[src/pao_pkg.sv]
// Constants shared by the converter output port and its code FIFO.
// Assumes one 25 MHz system clock and digital stand-ins for analog levels.
package pao_pkg;
  localparam int          CODE_W         = 8;
  localparam int          LEVEL_W        = 12;
  localparam logic [7:0]  CODE_ZERO      = 8'h00;
  localparam logic [7:0]  CODE_FULL      = 8'hff;
  localparam int          SCALE_W        = 20;
  localparam logic [19:0] CODE_SCALE     = 20'h000ff;
  // Latency of 2.5 conversion periods counted as rising edges after the sample fall
  localparam int          PIPE_RISES     = 3;
  localparam int          MAX_RATE_MSPS  = 30;
  localparam int          SYS_CLK_MHZ    = 25;
  localparam int          FIFO_DEPTH     = 16;
  localparam int          FIFO_AW        = 4;
  localparam logic [4:0]  FIFO_CNT_RESET = 5'h00;
  localparam logic [3:0]  PTR_RESET      = 4'h0;
endpackage

[src/pao_fifo.sv]
// Code FIFO with width and depth parameters and registered read data.
// Assumes synchronous valid/ready handshakes on both sides.
`timescale 1ns/1ps
`default_nettype none
module pao_fifo #(
  parameter int WIDTH = 8,
  parameter int DEPTH = 16,
  parameter int AW    = 4
) (
  input  wire logic             clk_in,
  input  wire logic             rst_b_in,
  input  wire logic [WIDTH-1:0] wr_data_in,
  input  wire logic             wr_valid_in,
  output logic                  wr_ready_out,
  output logic      [WIDTH-1:0] rd_data_out,
  output logic                  rd_valid_out,
  input  wire logic             rd_ready_in
);
  logic [WIDTH-1:0] mem [DEPTH];
  logic [AW-1:0]    wr_ptr;
  logic [AW-1:0]    rd_ptr;
  logic [AW:0]      count;
  logic             push;
  logic             pop;

  assign wr_ready_out = (count != (AW+1)'(DEPTH));
  assign push         = wr_valid_in && wr_ready_out;
  assign pop          = (count != '0) && (!rd_valid_out || rd_ready_in);

  // Storage
  always_ff @(posedge clk_in) begin
    if (push) begin
      mem[wr_ptr] <= wr_data_in;
    end
  end

  // Pointers and fill level
  always_ff @(posedge clk_in or negedge rst_b_in) begin
    if (!rst_b_in) begin
      wr_ptr <= '0;
      rd_ptr <= '0;
      count  <= '0;
    end else begin
      if (push) begin
        wr_ptr <= wr_ptr + 1'b1;
      end
      if (pop) begin
        rd_ptr <= rd_ptr + 1'b1;
      end
      count <= count + (AW+1)'(push) - (AW+1)'(pop);
    end
  end

  // Registered read stage
  always_ff @(posedge clk_in or negedge rst_b_in) begin
    if (!rst_b_in) begin
      rd_data_out  <= '0;
      rd_valid_out <= 1'b0;
    end else if (pop) begin
      rd_data_out  <= mem[rd_ptr];
      rd_valid_out <= 1'b1;
    end else if (rd_ready_in) begin
      rd_valid_out <= 1'b0;
    end
  end
endmodule
`default_nettype wire

[src/pao_top.sv]
// Digital side of an 8-bit pipelined sampling converter and its output port.
// Assumes the conversion clock and enable are synchronous to sys_clk_in.
//
// Behaviour
// - Sample input on conversion clock falling edge
// - Code appears 2.5 cycles after sampling
// - Convert continuously while conversion clock toggles
// - Enable low drives data pins
// - Enable high releases all data pins
// - Below bottom reference gives all zeros
// - Above top reference gives all ones
// - Fresh code every cycle, fixed lag
// - Output bus updates after rising edge
// - In-range inputs resolve to eight bits
`timescale 1ns/1ps
`default_nettype none
module pao_top (
  input  wire logic                        sys_clk_in,
  input  wire logic                        rst_b_in,
  input  wire logic                        conv_clk_in,
  input  wire logic                        oe_n_in,
  input  wire logic [pao_pkg::LEVEL_W-1:0] analog_level_in,
  input  wire logic [pao_pkg::LEVEL_W-1:0] top_reference_level_in,
  input  wire logic [pao_pkg::LEVEL_W-1:0] bottom_reference_level_in,
  output logic      [pao_pkg::CODE_W-1:0]  code_out,
  output logic      [pao_pkg::CODE_W-1:0]  code_oe_out,
  output logic      [pao_pkg::CODE_W-1:0]  stream_data_out,
  output logic                             stream_valid_out,
  input  wire logic                        stream_ready_in,
  output logic                             overrun_out
);
  import pao_pkg::*;

  logic              conv_clk_prev;
  logic              fall;
  logic              rise;
  logic [CODE_W-1:0] next_code;
  logic [CODE_W-1:0] stage [PIPE_RISES];
  logic              stage_vld [PIPE_RISES];
  logic              code_new;
  logic              fifo_ready;

  // Quantise a level against the reference ladder
  function automatic logic [CODE_W-1:0] quantise(
    input logic [LEVEL_W-1:0] vin,
    input logic [LEVEL_W-1:0] vrb,
    input logic [LEVEL_W-1:0] vrt
  );
    logic [SCALE_W-1:0] num;
    logic [SCALE_W-1:0] span;
    logic [SCALE_W-1:0] q;
    num  = '0;
    span = '0;
    q    = '0;
    if (vin < vrb) begin
      quantise = CODE_ZERO;
    end else if (vin > vrt) begin
      quantise = CODE_FULL;
    end else if (vrt == vrb) begin
      quantise = CODE_ZERO;
    end else begin
      num      = SCALE_W'(vin - vrb) * CODE_SCALE;
      span     = SCALE_W'(vrt - vrb);
      q        = num / span;
      quantise = q[CODE_W-1:0];
    end
  endfunction

  // Edge detection on the conversion clock
  always_ff @(posedge sys_clk_in or negedge rst_b_in) begin
    if (!rst_b_in) begin
      conv_clk_prev <= 1'b0;
    end else begin
      conv_clk_prev <= conv_clk_in;
    end
  end

  assign fall      = conv_clk_prev && !conv_clk_in;
  assign rise      = !conv_clk_prev && conv_clk_in;
  assign next_code = quantise(analog_level_in, bottom_reference_level_in,
                              top_reference_level_in);

  // Sample and hold stage
  always_ff @(posedge sys_clk_in or negedge rst_b_in) begin
    if (!rst_b_in) begin
      stage[0]     <= CODE_ZERO;
      stage_vld[0] <= 1'b0;
    end else if (fall) begin
      stage[0]     <= next_code;
      stage_vld[0] <= 1'b1;
    end
  end

  // Pipeline advancing on each rising edge
  genvar gi;
  generate
    for (gi = 1; gi < PIPE_RISES; gi++) begin : g_pipe
      always_ff @(posedge sys_clk_in or negedge rst_b_in) begin
        if (!rst_b_in) begin
          stage[gi]     <= CODE_ZERO;
          stage_vld[gi] <= 1'b0;
        end else if (rise) begin
          stage[gi]     <= stage[gi-1];
          stage_vld[gi] <= stage_vld[gi-1];
        end
      end
    end
  endgenerate

  // Output bus register
  always_ff @(posedge sys_clk_in or negedge rst_b_in) begin
    if (!rst_b_in) begin
      code_out <= CODE_ZERO;
      code_new <= 1'b0;
    end else begin
      code_new <= rise && stage_vld[PIPE_RISES-1];
      if (rise) begin
        code_out <= stage[PIPE_RISES-1];
      end
    end
  end

  // Pin drive enables
  always_ff @(posedge sys_clk_in or negedge rst_b_in) begin
    if (!rst_b_in) begin
      code_oe_out <= CODE_ZERO;
    end else begin
      code_oe_out <= oe_n_in ? CODE_ZERO : CODE_FULL;
    end
  end

  // Dropped codes when the stream FIFO is full
  always_ff @(posedge sys_clk_in or negedge rst_b_in) begin
    if (!rst_b_in) begin
      overrun_out <= 1'b0;
    end else if (code_new && !fifo_ready) begin
      overrun_out <= 1'b1;
    end
  end

  pao_fifo #(
    .WIDTH (CODE_W),
    .DEPTH (FIFO_DEPTH),
    .AW    (FIFO_AW)
  ) u_fifo (
    .clk_in       (sys_clk_in),
    .rst_b_in     (rst_b_in),
    .wr_data_in   (code_out),
    .wr_valid_in  (code_new),
    .wr_ready_out (fifo_ready),
    .rd_data_out  (stream_data_out),
    .rd_valid_out (stream_valid_out),
    .rd_ready_in  (stream_ready_in)
  );
endmodule
`default_nettype wire

[config.mk]
export PLATFORM = sky130hd
export DESIGN_NAME = pao_top
export DESIGN_NICKNAME = d
export VERILOG_FILES = /design/src/pao_pkg.sv /design/src/pao_fifo.sv /design/src/pao_top.sv
export SDC_FILE = /design/constraint.sdc
export NUM_CORES = 1
export LEC_CHECK = 0
export BUFFER_PORTS_ARGS = -buffer_cell sky130_fd_sc_hd__clkbuf_2
export CORE_ASPECT_RATIO = 1.1
export CORE_UTILIZATION = 41
export CTS_BUF_LIST = sky130_fd_sc_hd__clkbuf_8
export DETAILED_ROUTE_END_ITERATION = 8
export GPL_TIMING_DRIVEN = 0
export HOLD_SLACK_MARGIN = 0.08
export PLACE_DENSITY = 0.64
export SYNTH_ARGS = -nofsm -noshare
export SYNTH_HDL_FRONTEND = slang
export SYNTH_HIERARCHICAL = 1
export SYNTH_SLANG_ARGS = --single-unit
[constraint.sdc]
create_clock -name sys_clk_in -period 3.8 [get_ports sys_clk_in]
set_input_delay 0.76 -clock sys_clk_in [delete_from_list [all_inputs] [get_ports sys_clk_in]]
set_output_delay 0.76 -clock sys_clk_in [all_outputs]
set_load 0.02 [all_outputs]
==> impl_results.html <==
<table>
<tr><th>Metric</th><th>Value</th></tr>
<tr><th colspan="2">STA</th></tr>
<tr><td>Final Hold Fails</td><td>0</td></tr>
<tr><td>Post-Route Hold Slack</td><td>0.421 ns</td></tr>
<tr><td>Worst relative slew slack</td><td>5.24%</td></tr>
<tr><td>Total of endpoints with negative setup slack in the final report</td><td>8</td></tr>
<tr><td>Post-route worst setup slack</td><td>-38.14 ns</td></tr>
<tr><td>Final critical path time including I/O delays and setup</td><td>41.94 ns</td></tr>
<tr><td>Final worst clock skew</td><td>0.0101 ns</td></tr>
<tr><td>Worst-Margin Slew</td><td>1.42 ns</td></tr>
<tr><td>Ratio of final minimum period to clock period</td><td>1100%</td></tr>
<tr><td>Final Slew Violations</td><td>0</td></tr>
<tr><td>Summed negative setup slack over all endpoints</td><td>-248.85 ns</td></tr>
<tr><td>Timing-limited maximum frequency</td><td>23.8 MHz</td></tr>
<tr><td>RSZ-0062 raised after global routing</td><td>true</td></tr>
<tr><th colspan="2">Die</th></tr>
<tr><td>Number of primary I/O pins</td><td>67</td></tr>
<tr><td>Width of the die</td><td>226 µm</td></tr>
<tr><td>Die area</td><td>56000 µm²</td></tr>
<tr><td>Area of the core</td><td>54000 µm²</td></tr>
<tr><td>Row Count</td><td>89</td></tr>
<tr><td>Starting utilization of the core area</td><td>41.8%</td></tr>
<tr><td>DIE HEIGHT</td><td>248 µm</td></tr>
<tr><th colspan="2">Synthesis</th></tr>
<tr><td>Post-synth design cell area</td><td>22600 µm²</td></tr>
<tr><td>Post-synthesis compound-gate area fraction</td><td>20.6%</td></tr>
<tr><td>Prevailing post-synth register cell</td><td>edfxtp_1</td></tr>
<tr><td>Multiplexer share of the synthesized area</td><td>7.67%</td></tr>
<tr><td>Syn_nets</td><td>2869</td></tr>
<tr><td>Number of synthesized flops with an enable pin</td><td>128</td></tr>
<tr><td>Portion of the post-synthesis area used by sequential elements</td><td>23.8%</td></tr>
<tr><td>Share of synthesized cell area in full adder, half adder and majority cells</td><td>21.5%</td></tr>
<tr><td>Number of instances in the synthesized netlist</td><td>2474</td></tr>
<tr><td>Share of synthesized cell area in and, or, nand and nor gates</td><td>15.0%</td></tr>
<tr><td>XOR/XNOR share of the synthesized area</td><td>6.44%</td></tr>
<tr><td>Count of synthesis-stage warnings from yosys</td><td>6</td></tr>
<tr><td>FFs w/ async S/R, synth</td><td>32.3%</td></tr>
<tr><td>Number of distinct standard cells referenced by the synthesized netlist</td><td>108</td></tr>
<tr><td>Number of flip-flops and latches in the synthesized netlist</td><td>189</td></tr>
<tr><td>Mapped Avg Cell Area</td><td>9.13 µm²</td></tr>
<tr><td>Main combinational cell family by area after synthesis</td><td>adder cells</td></tr>
<tr><th colspan="2">Outcome</th></tr>
<tr><td>Run status</td><td>complete, but fails checks</td></tr>
<tr><td>Violations in the final reports</td><td>negative setup slack</td></tr>
<tr><th colspan="2">Global route</th></tr>
<tr><td>Pin count of the biggest net entering global routing</td><td>62</td></tr>
<tr><td>Via count of the first global-routing pass</td><td>20700</td></tr>
<tr><td>Total congestion overflow</td><td>0</td></tr>
<tr><td>Antenna violations before repair</td><td>0</td></tr>
<tr><td>Overall routing resource usage</td><td>24.5%</td></tr>
<tr><td>Global-route wire length before repair</td><td>108000 µm</td></tr>
<tr><th colspan="2">Layout</th></tr>
<tr><td>Most frequent cells in the layout</td><td>buf_4 (301), ha_1 (226), inv_1 (183)</td></tr>
<tr><td>Diode insertion count for antenna repair</td><td>0</td></tr>
<tr><td>Most common cell after layout, fill and taps aside</td><td>buf_4</td></tr>
<tr><td>Synth-to-layout area growth</td><td>34.3%</td></tr>
<tr><td>Final core utilization</td><td>56.1%</td></tr>
<tr><td>Fraction of layout cells with a size suffix above 1</td><td>36.1%</td></tr>
<tr><td>Final #Nets</td><td>3297</td></tr>
<tr><th colspan="2">Worst setup path</th></tr>
<tr><td>Kind of capture point of the worst setup path</td><td>register</td></tr>
<tr><td>Worst endpoint required time</td><td>4.15 ns</td></tr>
<tr><td>Dominant delay contributor by cell family on the critical path</td><td>compound AO/OA/AOI/OAI gates</td></tr>
<tr><td>Data arrival, critical path</td><td>42.29 ns</td></tr>
<tr><td>Critical path start-end classification</td><td>in2reg</td></tr>
<tr><td>Startpoint class of the critical path</td><td>primary input</td></tr>
<tr><td>Maximum fanout encountered on the critical timing path</td><td>9</td></tr>
<tr><td>Delay of the slowest cell on the worst path</td><td>0.58 ns</td></tr>
<tr><td>Critical-path top delay cell</td><td>fa_2</td></tr>
<tr><td>Crit-path most repeated cell</td><td>a21oi_2</td></tr>
<tr><td>Worst path buffer plus inverter count</td><td>34</td></tr>
<tr><th colspan="2">Clock network</th></tr>
<tr><td>Clock root buffer</td><td>clkbuf_8</td></tr>
<tr><td>Number of H-tree levels</td><td>4</td></tr>
<tr><td>Skew-Pair Late Insertion Delay</td><td>0.46 ns</td></tr>
<tr><td>CTS Buf Count</td><td>17</td></tr>
<tr><td>TritonCTS clock tree</td><td>yes</td></tr>
<tr><td>Clk sinks</td><td>189</td></tr>
<tr><td>Clock-pin transition on the worst setup and hold timing paths</td><td>0.09 ns</td></tr>
<tr><td>Worst-case clock buffer depth</td><td>2</td></tr>
<tr><td>Quantity of hold-fixing buffers added after cts</td><td>0</td></tr>
<tr><th colspan="2">Drt</th></tr>
<tr><td>Total length of routed wires</td><td>70900 µm</td></tr>
<tr><td>Met3 Routed Length</td><td>2920 µm</td></tr>
<tr><td>Per-cell routed wire length</td><td>19.5 µm</td></tr>
<tr><td>First drt pass iteration count</td><td>6</td></tr>
<tr><td>Post-route DRC violation count</td><td>0</td></tr>
<tr><td>Top routing layer in use</td><td>met4</td></tr>
<tr><td>Met2 wire length</td><td>35200 µm</td></tr>
<tr><td>Final ANT Viol Nets</td><td>0</td></tr>
<tr><td>Routed metal-1 wirelength</td><td>29600 µm</td></tr>
<tr><td>Post-DR vias/cell</td><td>5.76</td></tr>
<tr><td>Initial detailed-routing violation count</td><td>1235</td></tr>
<tr><td>Via Count</td><td>21000</td></tr>
<tr><th colspan="2">Placed design</th></tr>
<tr><td>Count of buffers inserted at the top-level ports</td><td>66</td></tr>
<tr><td>Estimated wirelength of the detail-placed design</td><td>51000 µm</td></tr>
<tr><td>Routability-driven placement congestion ratio</td><td>0.932</td></tr>
<tr><th colspan="2">Flow run</th></tr>
<tr><td>Number of max-capacitance violations reported</td><td>0</td></tr>
<tr><th colspan="2">Hold path</th></tr>
<tr><td>Worst Hold Class</td><td>in2async</td></tr>
</table>
-- area by class of cell --
cell class	count	area, µm²
Sequential cell	189	5370
Tap cell	728	911
Multi-Input combinational cell	2008	18900
Clock inverter	15	198
Timing Repair Buffer	411	3220
Fill cell	4556	23700
Inverter	207	795
Clock buffer	17	234
Buffer	68	642
-- worst reg2reg max path, delay by kind of cell (launching register included) --
family | cells | cell delay (ns)
xor gates and xnor gates | 1 | 0.13
AOI/OAI and AO/OA | 2 | 0.19
DFF | 1 | 0.40
adders and majority gates | 4 | 1.01
and+or+nand+nor | 2 | 0.52
buffers and inverters | 6 | 0.75
-- cell families after synthesis --
kind of cell / after synthesis
and+or+nand+nor: 700
buffers and inverters: 277
muxes: 122
xor gates and xnor gates: 166
DFF: 189
adders and majority gates: 355
AOI/OAI and AO/OA: 665
-- sequential cells by signal (all words and copies together), names as in the netlist, 3 cells and up --
signal and count:
stage 24, stage_vld 3, u_fifo/mem 128, u_fifo/count 5, code_out 8, u_fifo/rd_ptr 4, u_fifo/wr_ptr 4, u_fifo/rd_data_out 8
-- metal layers --
layer  vias to the layer above  track usage [%]
li1                       9935                -
met5                         -                0
met3                       196             2.02
met4                         0             10.3
met2                       631             43.4
met1                     10200             30.6
-- worst paths after layout --
check | endpoint | cells after the start | slack [ns] | startpoint
max in group asynchronous | stage[14] | 1 | 2.82 | rst_b_in
min | u_fifo/rd_valid_out | 1 | 0.42 | rst_b_in
max reg2reg | u_fifo/count[4] | 15 | 0.73 | u_fifo/count[3]
min in group sys_clk_in | code_oe_out[6] | 2 | 0.43 | oe_n_in
max | stage[16] | 223 | -38.14 | analog_level_in[0]
min reg2reg | stage_vld[2] | 1 | 0.47 | stage_vld[2]
-- cell usage after synthesis, types with 10 or more instances --
| master | instances | area [µm²] |
|---|---|---|
| a31oi_1 | 16 | 100 |
| mux2_2 | 68 | 766 |
| nor3_1 | 54 | 270 |
| nand4_1 | 21 | 131 |
| mux2i_1 | 17 | 170 |
| a21o_1 | 81 | 608 |
| fa_1 | 56 | 1120 |
| o211ai_1 | 17 | 128 |
| nor2b_1 | 27 | 169 |
| dfrtp_1 | 61 | 1530 |
| buf_2 | 17 | 85.1 |
| a21oi_1 | 157 | 786 |
| inv_1 | 204 | 766 |
| clkbuf_1 | 33 | 124 |
| o22ai_1 | 15 | 93.8 |
| o21a_1 | 66 | 495 |
| or2_2 | 23 | 144 |
| mux4_2 | 33 | 743 |
| a211oi_1 | 23 | 173 |
| and3_1 | 19 | 119 |
| and2_1 | 32 | 200 |
| o31ai_1 | 14 | 105 |
| xor2_1 | 68 | 596 |
| nor2_1 | 185 | 694 |
| or3_1 | 20 | 125 |
| nand2_1 | 194 | 728 |
| nand3_1 | 39 | 195 |
| xnor2_1 | 98 | 858 |
| o21ai_0 | 112 | 561 |
| edfxtp_1 | 128 | 3840 |
| ha_1 | 298 | 3730 |
| nor4_1 | 20 | 125 |
| o21bai_1 | 10 | 75.1 |
| nand2b_1 | 34 | 213 |
-- timing repair --
action,4_1_cts,5_1_grt
setup endpoints to repair,8,8
pin swaps,217,201
setup buffers,246,89
gates resized for setup,288,185
-- stage by stage --
step / area (µm²) / setup slack (ns) / std cells
6_report: 30300 / -38.14 / 3643
5_1_grt: 30300 / -39.53 / 3643
4_1_cts: 28800 / -37.58 / 3556
3_5_place_dp: 25000 / -43.57 / 3279
3_3_place_gp: 24700 / -43.25 / 3268
2_1_floorplan: 23500 / -36.04 / 2474
Power is left out: the tool's default activity adds up to more than one toggle a clock period on the data nets, which glitch-free logic cannot reach.
